<file path="config.mk">
export PLATFORM = sky130hd
export DESIGN_NAME = lmsc_core
export DESIGN_NICKNAME = d
export VERILOG_FILES = /design/src/common/lmsc_pkg.sv /design/src/lmsc_core.sv
export SDC_FILE = /design/constraint.sdc
export NUM_CORES = 2
export LEC_CHECK = 0
export ABC_AREA = 1
export BUFFER_PORTS_ARGS = -buffer_cell sky130_fd_sc_hd__buf_4
export CAP_MARGIN = 20
export CORE_ASPECT_RATIO = 0.7
export CORE_UTILIZATION = 40
export DETAILED_ROUTE_END_ITERATION = 8
export HOLD_SLACK_MARGIN = 0.02
export PLACE_DENSITY = 0.53
export SLEW_MARGIN = 20
export SYNTH_ARGS = -nofsm -noshare
export SYNTH_HDL_FRONTEND = slang
export SYNTH_SLANG_ARGS = --single-unit
</file>
<file path="constraint.sdc">
create_clock -name aclk -period 7.45 [get_ports aclk]
set_input_delay 1.49 -clock aclk [delete_from_list [all_inputs] [get_ports aclk]]
set_output_delay 1.49 -clock aclk [all_outputs]
set_load 0.005 [all_outputs]
</file>
<file path="src/common/lmsc_pkg.sv">
// Package of constants for the LED matrix scan core.
// Assumes a single 125 MHz clock and an AXI4-Lite register slave.
package lmsc_pkg;
    // ----------------------------------------------------------------
    // Matrix geometry
    // ----------------------------------------------------------------
    localparam int LINES       = 9;
    localparam int COLS        = 8;
    localparam int GRAY_BYTES  = 72;
    localparam logic [3:0] LAST_LINE     = 4'h8;
    localparam logic [7:0] BIN_LAST_ADDR = 8'h08;
    localparam logic [7:0] GRAY_LAST_ADDR = 8'h87;
    localparam logic [7:0] ADDR_WRAP     = 8'h00;
    localparam logic [3:0] GRAY_COL_LIMIT = 4'h8;

    // ----------------------------------------------------------------
    // Timing
    // ----------------------------------------------------------------
    localparam int CLK_HZ      = 125_000_000;
    localparam int FRAME_HZ    = 980;
    localparam int PHASE_CYCLES_DEF = CLK_HZ / (FRAME_HZ * LINES);

    // ----------------------------------------------------------------
    // Register map (byte addresses)
    // ----------------------------------------------------------------
    localparam logic [11:0] REG_CTRL   = 12'h000;
    localparam logic [11:0] REG_PTR    = 12'h004;
    localparam logic [11:0] REG_DATA   = 12'h008;
    localparam logic [11:0] REG_STATUS = 12'h00C;
    localparam logic [5:0]  BLK_CORE   = 6'h00;
    localparam logic [5:0]  BLK_OMASK  = 6'h01;
    localparam logic [5:0]  BLK_SMASK  = 6'h02;
    localparam logic [5:0]  BLK_ORES   = 6'h03;
    localparam logic [5:0]  BLK_SRES   = 6'h04;

    // CTRL fields
    localparam int CTRL_OSC  = 0;
    localparam int CTRL_DISP = 1;
    localparam int CTRL_GRAY = 2;
    localparam int CTRL_DET  = 3;
    // STATUS fields
    localparam int STAT_TSD  = 0;
    localparam int STAT_BUSY = 1;

    localparam logic [1:0] RESP_OKAY   = 2'b00;
    localparam logic [1:0] RESP_SLVERR = 2'b10;

    // Decoded register kinds
    typedef enum logic [3:0] {
        RK_NONE   = 4'b0000,
        RK_CTRL   = 4'b0001,
        RK_PTR    = 4'b0010,
        RK_DATA   = 4'b0011,
        RK_STATUS = 4'b0100,
        RK_OMASK  = 4'b0101,
        RK_SMASK  = 4'b0110,
        RK_ORES   = 4'b0111,
        RK_SRES   = 4'b1000
    } lmsc_kind_t;
endpackage

</file>
<file path="src/lmsc_core.sv">
// LED matrix scan core: display memory, 1/9 multiplex scan, open/short
// detection and thermal blanking behind an AXI4-Lite register slave.
// Assumes all inputs synchronous to aclk; pins resolved by the bench.
//
// Register access over AXI4-Lite and the placing of the registers were decided locally.
`timescale 1ns/10ps
`default_nettype none

// Behaviour
// - Reset restores registers, keeps display memory; open and short masks also kept
// - Oscillator stopped after reset until started
// - Reset leaves all line pins and sync Hi-Z
// - Display off after reset
// - Nine lines, each active one ninth
// - Pin sinks, drives high, or floats
// - Pin pattern comes from display latch
// - Set pointer, then write bytes in sequence
// - Detection steps on serial clock pulses
// - Step lines in order, check other pins
// - Open and short results readable separately
// - Open reported only where open mask set
// - Short reported only where short mask set
// - Overheat sets flag, blanks, pins off
// - Cooling clears flag, display resumes
// - Binary: nine words, bit per LED
// - Binary address wraps after 08h
// - Gray: one byte per LED, row nibble
// - Gray address wraps after 87h
module lmsc_core #(
    parameter int PHASE_CYCLES = lmsc_pkg::PHASE_CYCLES_DEF
) (
    // Clock and reset
    input  wire logic        aclk,
    input  wire logic        aresetn,
    // AXI4-Lite write
    input  wire logic [11:0] s_axi_awaddr,
    input  wire logic        s_axi_awvalid,
    output logic             s_axi_awready,
    input  wire logic [31:0] s_axi_wdata,
    input  wire logic [3:0]  s_axi_wstrb,
    input  wire logic        s_axi_wvalid,
    output logic             s_axi_wready,
    output logic [1:0]       s_axi_bresp,
    output logic             s_axi_bvalid,
    input  wire logic        s_axi_bready,
    // AXI4-Lite read
    input  wire logic [11:0] s_axi_araddr,
    input  wire logic        s_axi_arvalid,
    output logic             s_axi_arready,
    output logic [31:0]      s_axi_rdata,
    output logic [1:0]       s_axi_rresp,
    output logic             s_axi_rvalid,
    input  wire logic        s_axi_rready,
    // Analog side
    input  wire logic        over_temp,
    input  wire logic        serial_clk,
    input  wire logic [8:0]  open_cmp,
    input  wire logic [8:0]  short_cmp,
    // Matrix line pins and cascade sync
    output logic [8:0]       matrix_line_pins_o,
    output logic [8:0]       matrix_line_pins_oe,
    output logic             sync_o,
    output logic             sync_oe,
    output logic             thermal_shutdown_flag
);
    // ----------------------------------------------------------------
    // State
    // ----------------------------------------------------------------
    typedef struct packed {
        logic              ctrl_osc;
        logic              ctrl_disp;
        logic              ctrl_gray;
        logic              ctrl_det;
        logic [7:0]        ptr;
        logic [8:0][7:0]   bin_mem;
        logic [71:0][7:0]  gray_mem;
        logic [8:0][7:0]   omask;
        logic [8:0][7:0]   smask;
        logic [8:0][7:0]   ores;
        logic [8:0][7:0]   sres;
        logic              tsd;
        logic [3:0]        line;
        logic [15:0]       ph_cnt;
        logic [7:0]        latch;
        logic              det_busy;
        logic              det_act;
        logic [3:0]        det_line;
        logic              scl_q;
        logic [8:0]        pin_out;
        logic [8:0]        pin_oe;
        logic              sync_out;
        logic              aw_full;
        logic              w_full;
        logic [11:0]       aw_addr;
        logic [7:0]        w_data;
        logic              w_lane0;
        logic              awready;
        logic              wready;
        logic              bvalid;
        logic [1:0]        bresp;
        logic              arready;
        logic              rvalid;
        logic [31:0]       rdata;
        logic [1:0]        rresp;
    } lmsc_state_t;

    lmsc_state_t s_r;
    lmsc_state_t s_nxt;
    logic        wr_go;
    logic        rd_go;

    localparam logic [15:0] PH_LAST = 16'(PHASE_CYCLES - 1);

    // ----------------------------------------------------------------
    // Helpers
    // ----------------------------------------------------------------
    function automatic lmsc_pkg::lmsc_kind_t reg_kind(input logic [11:0] a);
        lmsc_pkg::lmsc_kind_t k;
        k = lmsc_pkg::RK_NONE;
        if (a[1:0] == 2'b00) begin
            if (a[11:6] == lmsc_pkg::BLK_CORE) begin
                case (a)
                    lmsc_pkg::REG_CTRL:   k = lmsc_pkg::RK_CTRL;
                    lmsc_pkg::REG_PTR:    k = lmsc_pkg::RK_PTR;
                    lmsc_pkg::REG_DATA:   k = lmsc_pkg::RK_DATA;
                    lmsc_pkg::REG_STATUS: k = lmsc_pkg::RK_STATUS;
                    default:              k = lmsc_pkg::RK_NONE;
                endcase
            end else if (a[5:2] <= lmsc_pkg::LAST_LINE) begin
                case (a[11:6])
                    lmsc_pkg::BLK_OMASK: k = lmsc_pkg::RK_OMASK;
                    lmsc_pkg::BLK_SMASK: k = lmsc_pkg::RK_SMASK;
                    lmsc_pkg::BLK_ORES:  k = lmsc_pkg::RK_ORES;
                    lmsc_pkg::BLK_SRES:  k = lmsc_pkg::RK_SRES;
                    default:             k = lmsc_pkg::RK_NONE;
                endcase
            end
        end
        return k;
    endfunction

    // Gray address is mapped only for rows 0..8 and low nibble 0..7
    function automatic logic gray_mapped(input logic [7:0] p);
        return (p[7:4] <= lmsc_pkg::LAST_LINE) && (p[3:0] < lmsc_pkg::GRAY_COL_LIMIT);
    endfunction

    function automatic logic [7:0] ptr_step(input logic gray, input logic [7:0] p);
        logic [7:0] last;
        last = gray ? lmsc_pkg::GRAY_LAST_ADDR : lmsc_pkg::BIN_LAST_ADDR;
        return (p >= last) ? lmsc_pkg::ADDR_WRAP : 8'(p + 8'h01);
    endfunction

    // Column index of pin p while line a is the active one
    function automatic logic [2:0] pin_col(input logic [3:0] a, input logic [3:0] p);
        return (p < a) ? p[2:0] : 3'(p - 4'h1);
    endfunction

    // ----------------------------------------------------------------
    // Next state
    // ----------------------------------------------------------------
    always_comb begin
        lmsc_state_t n;
        logic [7:0]  rd_byte;
        logic [6:0]  gidx;
        logic        running;
        lmsc_pkg::lmsc_kind_t wk;
        lmsc_pkg::lmsc_kind_t rk;
        n       = s_r;
        rd_byte = 8'h00;
        gidx    = 7'h00;
        running = 1'b0;
        wk      = reg_kind(s_r.aw_addr);
        rk      = reg_kind(s_axi_araddr);

        // Write channel capture, either order
        if (s_axi_awvalid && s_r.awready) begin
            n.aw_full = 1'b1;
            n.aw_addr = s_axi_awaddr;
        end
        if (s_axi_wvalid && s_r.wready) begin
            n.w_full  = 1'b1;
            n.w_data  = s_axi_wdata[7:0];
            n.w_lane0 = s_axi_wstrb[0];
        end
        if (s_r.bvalid && s_axi_bready) begin
            n.bvalid = 1'b0;
        end
        wr_go = s_r.aw_full && s_r.w_full && !s_r.bvalid;
        if (wr_go) begin
            n.aw_full = 1'b0;
            n.w_full  = 1'b0;
            n.bvalid  = 1'b1;
            n.bresp   = (wk == lmsc_pkg::RK_NONE) ? lmsc_pkg::RESP_SLVERR : lmsc_pkg::RESP_OKAY;
            if (s_r.w_lane0) begin
                case (wk)
                    lmsc_pkg::RK_CTRL: begin
                        n.ctrl_osc  = s_r.w_data[lmsc_pkg::CTRL_OSC];
                        n.ctrl_disp = s_r.w_data[lmsc_pkg::CTRL_DISP];
                        n.ctrl_gray = s_r.w_data[lmsc_pkg::CTRL_GRAY];
                        n.ctrl_det  = s_r.w_data[lmsc_pkg::CTRL_DET];
                        if (s_r.w_data[lmsc_pkg::CTRL_DET] && !s_r.ctrl_det) begin
                            n.det_busy = 1'b1;
                            n.det_act  = 1'b0;
                            n.det_line = 4'h0;
                        end
                    end
                    lmsc_pkg::RK_PTR: n.ptr = s_r.w_data;
                    lmsc_pkg::RK_DATA: begin
                        if (!s_r.ctrl_gray) begin
                            if (s_r.ptr <= lmsc_pkg::BIN_LAST_ADDR) begin
                                n.bin_mem[s_r.ptr[3:0]] = s_r.w_data;
                            end
                        end else if (gray_mapped(s_r.ptr)) begin
                            n.gray_mem[{s_r.ptr[7:4], s_r.ptr[2:0]}] = s_r.w_data;
                        end
                        n.ptr = ptr_step(s_r.ctrl_gray, s_r.ptr);
                    end
                    lmsc_pkg::RK_OMASK: n.omask[s_r.aw_addr[5:2]] = s_r.w_data;
                    lmsc_pkg::RK_SMASK: n.smask[s_r.aw_addr[5:2]] = s_r.w_data;
                    default: ;
                endcase
            end
        end

        // Read channel; sees the pointer after any write of this cycle
        if (s_r.rvalid && s_axi_rready) begin
            n.rvalid = 1'b0;
        end
        rd_go = s_axi_arvalid && s_r.arready;
        if (rd_go) begin
            n.rvalid = 1'b1;
            n.rresp  = (rk == lmsc_pkg::RK_NONE) ? lmsc_pkg::RESP_SLVERR : lmsc_pkg::RESP_OKAY;
            case (rk)
                lmsc_pkg::RK_CTRL:   rd_byte = {4'h0, s_r.ctrl_det, s_r.ctrl_gray, s_r.ctrl_disp, s_r.ctrl_osc};
                lmsc_pkg::RK_PTR:    rd_byte = n.ptr;
                lmsc_pkg::RK_STATUS: rd_byte = {6'h00, s_r.det_busy, s_r.tsd};
                lmsc_pkg::RK_DATA: begin
                    if (!s_r.ctrl_gray) begin
                        rd_byte = (n.ptr <= lmsc_pkg::BIN_LAST_ADDR) ? n.bin_mem[n.ptr[3:0]] : 8'h00;
                    end else if (gray_mapped(n.ptr)) begin
                        rd_byte = n.gray_mem[{n.ptr[7:4], n.ptr[2:0]}];
                    end
                    n.ptr = ptr_step(s_r.ctrl_gray, n.ptr);
                end
                lmsc_pkg::RK_OMASK: rd_byte = s_r.omask[s_axi_araddr[5:2]];
                lmsc_pkg::RK_SMASK: rd_byte = s_r.smask[s_axi_araddr[5:2]];
                lmsc_pkg::RK_ORES:  rd_byte = s_r.ores[s_axi_araddr[5:2]];
                lmsc_pkg::RK_SRES:  rd_byte = s_r.sres[s_axi_araddr[5:2]];
                default:            rd_byte = 8'h00;
            endcase
            n.rdata = {24'h00_0000, rd_byte};
        end

        n.aw_full = n.aw_full;
        n.awready = !n.aw_full && !n.bvalid;
        n.wready  = !n.w_full && !n.bvalid;
        n.arready = !n.rvalid;

        // Thermal flag follows the detector level
        n.tsd = over_temp;

        // Open/short detection, paced by the serial clock pulses
        n.scl_q = serial_clk;
        if (s_r.det_busy && s_r.ctrl_det) begin
            if (serial_clk && !s_r.scl_q) begin
                n.det_act = 1'b1;
            end else if (!serial_clk && s_r.scl_q && s_r.det_act) begin
                n.det_act = 1'b0;
                for (int p = 0; p < lmsc_pkg::LINES; p++) begin
                    if (4'(p) != s_r.det_line) begin
                        n.ores[s_r.det_line][pin_col(s_r.det_line, 4'(p))] =
                            open_cmp[p] & s_r.omask[s_r.det_line][pin_col(s_r.det_line, 4'(p))];
                        n.sres[s_r.det_line][pin_col(s_r.det_line, 4'(p))] =
                            short_cmp[p] & s_r.smask[s_r.det_line][pin_col(s_r.det_line, 4'(p))];
                    end
                end
                if (s_r.det_line == lmsc_pkg::LAST_LINE) begin
                    n.det_busy = 1'b0;
                end else begin
                    n.det_line = 4'(s_r.det_line + 4'h1);
                end
            end
        end else begin
            n.det_act = 1'b0;
            if (!n.ctrl_det) begin
                n.det_busy = 1'b0;
            end
        end

        // Display scan: one line per phase, latch reloaded every cycle from the active line
        running = n.ctrl_osc && n.ctrl_disp && !n.tsd && !n.ctrl_det;
        n.sync_out = 1'b0;
        if (running) begin
            if (s_r.ph_cnt >= PH_LAST) begin
                n.ph_cnt = 16'h0000;
                n.line   = (s_r.line >= lmsc_pkg::LAST_LINE) ? 4'h0 : 4'(s_r.line + 4'h1);
                n.sync_out = (n.line == 4'h0);
            end else begin
                n.ph_cnt = 16'(s_r.ph_cnt + 16'h0001);
            end
            for (int c = 0; c < lmsc_pkg::COLS; c++) begin
                gidx = {n.line[3:0], 3'(c)};
                n.latch[c] = n.ctrl_gray ? (n.gray_mem[gidx] != 8'h00) : n.bin_mem[n.line][c];
            end
        end else begin
            n.ph_cnt = 16'h0000;
            n.line   = 4'h0;
            n.latch  = 8'h00;
        end

        // Pin drive: out=1 oe=1 high, out=0 oe=1 sink, oe=0 floats
        n.pin_out = 9'h000;
        n.pin_oe  = 9'h000;
        for (int p = 0; p < lmsc_pkg::LINES; p++) begin
            if (n.tsd) begin
                n.pin_oe[p] = 1'b0;
            end else if (n.det_act) begin
                n.pin_out[p] = (4'(p) == n.det_line);
                n.pin_oe[p]  = 1'b1;
            end else if (running) begin
                n.pin_out[p] = (4'(p) == n.line);
                n.pin_oe[p]  = (4'(p) == n.line) || n.latch[pin_col(n.line, 4'(p))];
            end
        end
        s_nxt = n;
    end

    // ----------------------------------------------------------------
    // Registers; memories and mask stores survive reset
    // ----------------------------------------------------------------
    always_ff @(posedge aclk) begin
        if (!aresetn) begin
            s_r          <= '0;
            s_r.bin_mem  <= s_r.bin_mem;
            s_r.gray_mem <= s_r.gray_mem;
            s_r.omask    <= s_r.omask;
            s_r.smask    <= s_r.smask;
        end else begin
            s_r <= s_nxt;
        end
    end

    assign s_axi_awready        = s_r.awready;
    assign s_axi_wready         = s_r.wready;
    assign s_axi_bvalid         = s_r.bvalid;
    assign s_axi_bresp          = s_r.bresp;
    assign s_axi_arready        = s_r.arready;
    assign s_axi_rvalid         = s_r.rvalid;
    assign s_axi_rdata          = s_r.rdata;
    assign s_axi_rresp          = s_r.rresp;
    assign matrix_line_pins_o   = s_r.pin_out;
    assign matrix_line_pins_oe  = s_r.pin_oe;
    assign sync_o               = s_r.sync_out;
    assign sync_oe              = s_r.sync_out; // Driven only while pulsing
    assign thermal_shutdown_flag = s_r.tsd;

    // ----------------------------------------------------------------
    // Checks
    // ----------------------------------------------------------------
    // Case equality: memory holds no defined value until software writes it
    a_reset_keeps_mem: assert property (@(posedge aclk) !aresetn |=> s_r.bin_mem === $past(s_r.bin_mem))
        else $error("display memory changed by reset");
    a_reset_pins_hiz: assert property (@(posedge aclk) !aresetn |=> (s_r.pin_oe == 9'h000) && !sync_oe)
        else $error("pins driven after reset");
    a_reset_disp_off: assert property (@(posedge aclk) !aresetn |=> !s_r.ctrl_disp && !s_r.ctrl_osc)
        else $error("display or oscillator on after reset");
    a_osc_stop_idle: assert property (@(posedge aclk) disable iff (!aresetn)
        (!s_r.ctrl_osc && !s_r.det_act) |-> (s_r.pin_oe == 9'h000))
        else $error("pins driven with oscillator stopped");
    a_one_line_high: assert property (@(posedge aclk) disable iff (!aresetn)
        $onehot0(s_r.pin_out & s_r.pin_oe))
        else $error("more than one line driven high");
    a_phase_hold: assert property (@(posedge aclk) disable iff (!aresetn)
        (s_r.ctrl_osc && s_r.ctrl_disp && !s_r.ctrl_det && !over_temp && s_r.ph_cnt < PH_LAST
         && $stable(s_r.ctrl_disp)) |=> (s_r.line == $past(s_r.line) || !s_r.ctrl_disp || s_r.ctrl_det))
        else $error("line changed inside a phase");
    a_tsd_blank: assert property (@(posedge aclk) disable iff (!aresetn)
        over_temp |=> s_r.tsd && (s_r.pin_oe == 9'h000))
        else $error("overheat did not blank");
    a_tsd_release: assert property (@(posedge aclk) disable iff (!aresetn)
        !over_temp |=> !thermal_shutdown_flag)
        else $error("thermal flag not cleared");
    a_bin_wrap: assert property (@(posedge aclk) disable iff (!aresetn)
        (wr_go && s_r.w_lane0 && s_r.aw_addr == lmsc_pkg::REG_DATA && !s_r.ctrl_gray && !rd_go
         && s_r.ptr == lmsc_pkg::BIN_LAST_ADDR) |=> s_r.ptr == lmsc_pkg::ADDR_WRAP)
        else $error("binary pointer did not wrap");
    a_gray_wrap: assert property (@(posedge aclk) disable iff (!aresetn)
        (wr_go && s_r.w_lane0 && s_r.aw_addr == lmsc_pkg::REG_DATA && s_r.ctrl_gray && !rd_go
         && s_r.ptr == lmsc_pkg::GRAY_LAST_ADDR) |=> s_r.ptr == lmsc_pkg::ADDR_WRAP)
        else $error("gray pointer did not wrap");
    a_gray_gap_kept: assert property (@(posedge aclk) disable iff (!aresetn)
        (wr_go && s_r.aw_addr == lmsc_pkg::REG_DATA && s_r.ctrl_gray && !gray_mapped(s_r.ptr))
        |=> s_r.gray_mem === $past(s_r.gray_mem))
        else $error("gap write disturbed gray memory");
    a_det_step: assert property (@(posedge aclk) disable iff (!aresetn)
        (s_r.det_busy && s_r.ctrl_det && s_r.det_act && s_r.scl_q && !serial_clk
         && s_r.det_line < lmsc_pkg::LAST_LINE && !wr_go) |=> s_r.det_line == $past(s_r.det_line) + 4'h1)
        else $error("detection line did not step");
endmodule // lmsc_core

`default_nettype wire

</file>
# Word level (Yosys, flattened, before mapping)
# Index checks and enable logic that the tools add are counted.
[classes]
n_addsub = 5
n_bitwise = 21
muxes = 304
magnitude_cmp = 77
n_reduce_logical = 77
eq_ne = 52
[ops]
columns = ["cell", "n"]
rows = [
  ["$mux 144", 33],
  ["$mux 804", 2],
  ["$bwmux 72", 21],
  ["$mux 576", 2],
  ["$mux 648", 1],
  ["$bwmux 576", 1],
  ["$bmux 8 s4", 16],
  ["$demux 8 s4", 11],
  ["$mux 8", 37],
  ["$mux 72", 4],
  ["$mux 1", 96],
  ["$bmux 1 s3", 27],
  ["$lt 7x8->1 const B", 10],
  ["$pmux 8 s8", 1],
  ["$reduce_bool 8->1", 8],
  ["$bmux 8 s7", 1],
  ["$demux 8 s7", 1],
  ["$mux 4", 13],
  ["$eq 12x4->1 const B", 4],
  ["$lt 3x4->1 const B", 12],
  ["$mux 35", 1],
  ["$eq 3x4->1 const A", 8],
  ["$logic_and 1x1->1", 32],
  ["$lt 3x4->1 const A", 8],
  ["57 further kinds", 186],
]
[word_totals]
wordCells = 681
regBits = 1035
output_inout_bits = 62

# Logic depth before layout (Yosys ltp)
[depth]
ltp_word = 50
mapped_depth = 33
mapped_depth_nobuf = 32

# Least setup slack after synthesis
# No wires, ideal clock.
[synth_path]
kind = "flip-flop to flip-flop"
from = "register s_r[1064] (netlist bit)"
to = "register s_r[1057] (netlist bit)"
path_slack_ns = 3.060
period_less_slack_ns = 4.390
path_stages_with_launch = 28
arrival_ns = 4.310
path_buffers = 5
setup_ns = 0.080
path_cell_list = "dfxtp_1 > clkinv_1 > clkbuf_1 > clkbuf_1 > ha_1 > nand2_1 > nand2_1 > nand2_1 > nand2_1 > nand2_1 > nand2_1 > nand2_1 > nand4_1 > nand2_1 > a21oi_2 > buf_2 > buf_2 > buf_1 > ha_1 > inv_1 > a21boi_0 > o21a_1 > o21a_1 > o31ai_1 > nand2_1 > nand2_1 > nand2_1 > nor3b_1"
[synth_between]
elab_chain_len = 10
elab_cells_between_ends = 11
classes_between = "add/sub: 1; order compare: 2; mux: 8"
[synth_lines]
columns = ["item", "line", "source"]
rows = [
  ["from (decl)", "lmsc_core.sv:107", "lmsc_state_t s_r;"],
  ["from (signal assigned)", "lmsc_core.sv:339", "s_r <= s_nxt;"],
  ["$mux 8 (*)", "lmsc_core.sv:149", "last = gray ? lmsc_pkg::GRAY_LAST_ADDR : lmsc_pkg::BIN_LAST_ADDR;"],
  ["$ge 8x8->1", "lmsc_core.sv:150", "return (p >= last) ? lmsc_pkg::ADDR_WRAP : 8'(p + 8'h01);"],
  ["$mux 8", "lmsc_core.sv:150", ""],
  ["$pmux 8 s2", "lmsc_core.sv:195", "case (wk)"],
  ["$mux 804", "lmsc_core.sv:194", "if (s_r.w_lane0) begin"],
  ["$mux 804", "lmsc_core.sv:189", "if (wr_go) begin"],
  ["$add 8x1->8 / $ge 8x8->1 (equally long branches)", "lmsc_core.sv:150", ""],
  ["$mux 8", "lmsc_core.sv:150", ""],
  ["$mux 8", "lmsc_core.sv:233", "case (rk)"],
  ["$mux 8 (*)", "lmsc_core.sv:230", "if (rd_go) begin"],
]
# Mark *: on every way between the ends. The rest lies on a longest branch, timed or not.
# A chain may end at the register's enable or synchronous reset.

# Worst setup path in the final report
[layout_path]
from = "register s_r[50] (netlist bit)"
to = "register s_r (netlist bit s_axi_rdata[2])"
[layout_between]
elab_chain_len = 13
elab_cells_between_ends = 26
classes_between = "order compare: 3; eq/ne: 5; mux: 15; reduce/logical: 3"
[layout_lines]
columns = ["item", "line", "source"]
rows = [
  ["$eq 12x4->1 (tied with other cells)", "lmsc_core.sv:122", "case (a)"],
  ["$pmux 3 s4", "lmsc_core.sv:122", ""],
  ["$mux 4", "lmsc_core.sv:121", "if (a[11:6] == lmsc_pkg::BLK_CORE) begin"],
  ["$mux 4 (*)", "lmsc_core.sv:120", "if (a[1:0] == 2'b00) begin"],
  ["$eq 4x2->1", "lmsc_core.sv:195", ""],
  ["$pmux 8 s2 / $mux 648 (equally long branches)", "lmsc_core.sv:195", ""],
  ["$mux 804 (*)", "lmsc_core.sv:194", ""],
  ["$mux 804 (*)", "lmsc_core.sv:189", ""],
  ["$bmux 8 s7 (tied with other cells)", "lmsc_core.sv:241", "rd_byte = n.gray_mem[{n.ptr[7:4], n.ptr[2:0]}];"],
  ["$mux 8 (not written as such) (tied with other cells)", "lmsc_core.sv:241", ""],
  ["$mux 8 (on tied branches)", "lmsc_core.sv:240, lmsc_core.sv:239", ""],
  ["$mux 8", "lmsc_core.sv:238", "if (!s_r.ctrl_gray) begin"],
  ["$pmux 8 s8 (*)", "lmsc_core.sv:233", ""],
]
# Mark *: on every way between the ends. The rest lies on a longest branch, timed or not. The select of a mux whose other input is x is not followed.

==> results.rst <==
.. list-table::
   :header-rows: 1

   * - Metric
     - Value
   * - Result of the run
     - finished, final reports clean
   * - Most common cell type on the critical path
     - sky130_fd_sc_hd__nand2_1
   * - Number of enable-type register cells in the synthesized netlist
     - 792
   * - Leakage power figure
     - 27.2 nW
   * - Hold crit path type
     - reg -> reg
   * - Layout Area Growth over Synthesis
     - 11.0%
   * - Die X
     - 458 um
   * - Total number of clock tree sinks
     - between 1000 and 1500
   * - Number of buffers created by CTS
     - 110
   * - Register-to-register path setup slack
     - 1.33 ns
   * - Largest area contributor in the synthesized netlist
     - sky130_fd_sc_hd__edfxtp_1
   * - Number of inserted filler cells in the final layout
     - 14300
   * - Number of failing setup endpoints in the final timing report
     - 0
   * - Share of synthesized area occupied by flip-flops and latches
     - 0.491
   * - Avg Vias per Cell
     - 5.98
   * - Switch Pwr
     - 0.00372 W
   * - Worst Min Path Start
     - s_r[62]$_SDFF_PN0_
   * - Post-DP HPWL
     - 184 mm
   * - Number of H-tree branching levels
     - 3
   * - Synth Flop Type
     - sky130_fd_sc_hd__edfxtp_1
   * - Starting DRT DRC Count
     - 10200
   * - Proportion of netlist area held by the largest area contributor
     - 0.408
   * - First-pass GRT wire length
     - between 300 and 400 mm
   * - Final-report max-slew violation count
     - 0
   * - Via count
     - 56000
   * - Total power density per cell area
     - between 200 and 250 mW/mm^2
   * - CP max-delay cell
     - sky130_fd_sc_hd__nand2_8
   * - Transition time of the tightest slew-check pin
     - 1.25 ns
   * - Final WL
     - 266 mm
   * - Cts repair resizes
     - 0
   * - Number of post-CTS setup repair buffers
     - 0
   * - Peak VDD IR
     - 0.000188 V
   * - Die boundary height
     - 321 um
   * - Fraction of power spent switching nets
     - 0.269
   * - Arrival time of the worst setup path
     - 6.76 ns
   * - Count of standard-cell rows
     - 116
   * - Total grt overflow
     - 0
   * - Sequential fraction of design power
     - 0.471
   * - Slowest cell delay on critical path
     - roughly 0.60 ns
   * - CTS hold repair buffers
     - 0
   * - Startpoint class of the critical path
     - flip-flop
   * - Yosys synthesis warning count
     - 0
   * - Asr flop ratio synth
     - 0
   * - Register cell area after layout
     - 0.0286 mm^2
   * - Worst flop-to-flop path endpoint
     - s_axi_rdata[2]$_SDFFE_PN0P_
   * - Largest cells by area after synthesis
     - sky130_fd_sc_hd__edfxtp_1 (41%), sky130_fd_sc_hd__nand2_1 (11%), sky130_fd_sc_hd__dfxtp_1 (8.3%)
   * - Cell variety after synth
     - 70
   * - Max Clk Rate
     - roughly 160 MHz
   * - Top cells by instance count after synthesis
     - sky130_fd_sc_hd__nand2_1 (1690), sky130_fd_sc_hd__o21ai_0 (877), sky130_fd_sc_hd__inv_1 (834)
   * - Buffer depth of the longest clock path
     - 3
   * - Post-layout net count
     - 7441
   * - Destination of the worst hold path
     - s_axi_wready$_SDFF_PN0_
   * - Initial standard-cell utilization of the core
     - 0.405
   * - Hold path cells
     - 1
   * - Floorplan die area
     - 0.147 mm^2
   * - First-pass detailed-route iteration total
     - 7
   * - Synthesized area
     - 0.0583 mm^2
   * - Total placed cells including tap cells
     - just over 9000
   * - Core Box Area
     - between 0.1 and 0.15 mm^2
   * - Cell-internal power
     - 0.0101 W
   * - Aggregate negative setup slack
     - 0 ns
   * - Count of pins on the block boundary
     - 149
   * - Per-cell routed wire length
     - 28.3 um
   * - Leading cell type by number of instances after synthesis
     - sky130_fd_sc_hd__nand2_1
   * - Worst endpoint required time
     - 8.10 ns
   * - All-layer global routing usage
     - 0.351
   * - Quantity of I/O buffers inserted on ports
     - 95
   * - Maximum fanout along the worst path
     - around 120
   * - Unrepaired setup endpoints after global routing
     - false
   * - Antenna-violating nets left
     - 0
   * - Clock skew after layout
     - 0.0346 ns
   * - Worst-case reg-to-reg path depth
     - 28
   * - Start-to-end type of the worst setup path
     - reg -> reg
   * - CTS root buf
     - sky130_fd_sc_hd__clkbuf_16
   * - TritonCTS clock tree
     - built
   * - Crit path time final
     - 6.12 ns
   * - Type of destination of the critical path
     - flip-flop
   * - Post-layout instance count excluding filler cells
     - 9372
   * - Start of the worst register-to-register path
     - s_r[50]$_SDFFE_PN0P_
   * - Pin count of the biggest net entering global routing
     - 165
   * - Mean post-synth cell area
     - ~7.8 um^2
   * - Vias in the first global route
     - 49300
   * - MaxCap Viol Count
     - 0
   * - Share of cells above drive strength 1
     - 0.0800
   * - Skew-Pair Late Insertion Delay
     - roughly 0.79 ns
   * - Post-route fraction of the period consumed by the critical path
     - 0.821
   * - Number of design rule violations left after detail routing
     - 0
   * - Footprint of the multi-input gates
     - 0.0243 mm^2
   * - Utilization after layout
     - 0.450
   * - Weighted congestion at the end of routability-driven global placement
     - 1.04
   * - Slew Limit Headroom
     - 0.165
   * - Share of total power in the clock network
     - 0.432
   * - Synthesized instance count
     - 7429
   * - Number of antenna violations at the first check in global routing
     - 13
   * - Number of synthesized register bits
     - 1033
   * - Hold violation count in the final report
     - 0
   * - CTS clock-pin slew for the worst setup and hold paths
     - roughly 0.07 ns
   * - Share of power burned in combinational logic
     - 0.097
layer usage:
metal,wire length (um),vias to the layer above,track usage
met5,45,-,0
met4,7550,6,0.0953
met3,41500,372,0.127
met2,97300,3778,0.437
met1,119000,26700,0.547
li1,-,25100,-
worst max path at each step:
stage	start	endpoint	slack [ns]	cells past startpoint
finish	s_r[50]$_SDFFE_PN0P_	s_axi_rdata[2]$_SDFFE_PN0P_	1.33	28
global route	s_r[50]$_SDFFE_PN0P_	s_axi_rdata[2]$_SDFFE_PN0P_	1.21	28
CTS	s_r[50]$_SDFFE_PN0P_	s_axi_rdata[2]$_SDFFE_PN0P_	1.55	28
detailed placement	s_r[50]$_SDFFE_PN0P_	s_axi_rdata[2]$_SDFFE_PN0P_	1.59	28
global placement	s_r[50]$_SDFFE_PN0P_	s_axi_rdata[4]$_SDFFE_PN0P_	1.58	29
floorplan	s_r[1064]$_SDFF_PN0_	s_r[1057]$_SDFF_PN0_	3.06	27
placed cells by master (no fill, tap or decap), drive strengths merged, types with 12 or more instances in the layout:
cell | netlist | routed
o31ai | 22 | 22
clkbuf | 303 | 155
nor2 | 493 | 493
nand3 | 682 | 682
o2111ai | 12 | 12
o21ai | 1078 | 1078
o221a | 14 | 14
a21oi | 391 | 391
ha | 24 | 24
mux2i | 12 | 12
edfxtp | 792 | 792
nor3 | 116 | 116
a22oi | 26 | 26
conb | 1 | 28
inv | 856 | 861
a31oi | 23 | 23
o311ai | 18 | 18
nand4 | 43 | 43
or2 | 14 | 14
dfxtp | 241 | 241
nor4 | 24 | 24
o221ai | 26 | 26
clkinv | 16 | 50
buf | 206 | 271
o22ai | 138 | 138
o211ai | 64 | 64
nand2 | 1698 | 1698
critical path, delay by kind of cell, from the launching register on:
family,cells,cell delay [ns]
buffers and inverters,2,0.89
AOI/OAI and AO/OA,2,0.19
DFF,1,0.34
and+or+nand+nor,24,4.41
power groups by stage:
stage | combinational, W | clock (W) | sequential [W]
final | 0.00135 | 0.00597 | 0.00651
after CTS | 0.00128 | 0.00602 | 0.00651
after global routing | 0.00142 | 0.00622 | 0.00653
after detailed placement | 0.00128 | 0 | 0.00663
after global placement | 0.00127 | 0 | 0.00663
after floorplan | 0.000659 | 0 | 0.00661
per-stage QoR:
stage	total power [W]	area, um^2	worst slack (ns)	hold slack [ns]
4_1_cts	0.0138	64700	1.55	0.461
3_5_place_dp	0.00791	60900	1.59	0.450
3_3_place_gp	0.00790	60800	1.58	0.442
6_report	0.0138	64700	1.33	0.465
5_1_grt	0.0142	64700	1.21	0.487
2_1_floorplan	0.00727	58400	3.06	0.423
cells by family after synthesis:
| kind of cell | share of synthesized area |
|---|---|
| and+or+nand+nor | 0.225 |
| AOI/OAI and AO/OA | 0.179 |
| buffers and inverters | 0.0961 |
| DFF | 0.491 |
| adders and majority gates | 0.00515 |
| xor gates and xnor gates | 0.00180 |
| muxes | 0.00206 |
| other | 0.0000643 |
layout make-up:
type,count,share of cell area
diodes,1,0.0000387
clock buffers,155,0.0500
clock inverters,51,0.00912
inverters,872,0.0506
multi-input cells,5042,0.376
flip-flops and latches,1033,0.442
well taps,1947,0.0376
repair buffers,271,0.0345
Power figures use the tool's default switching activity.
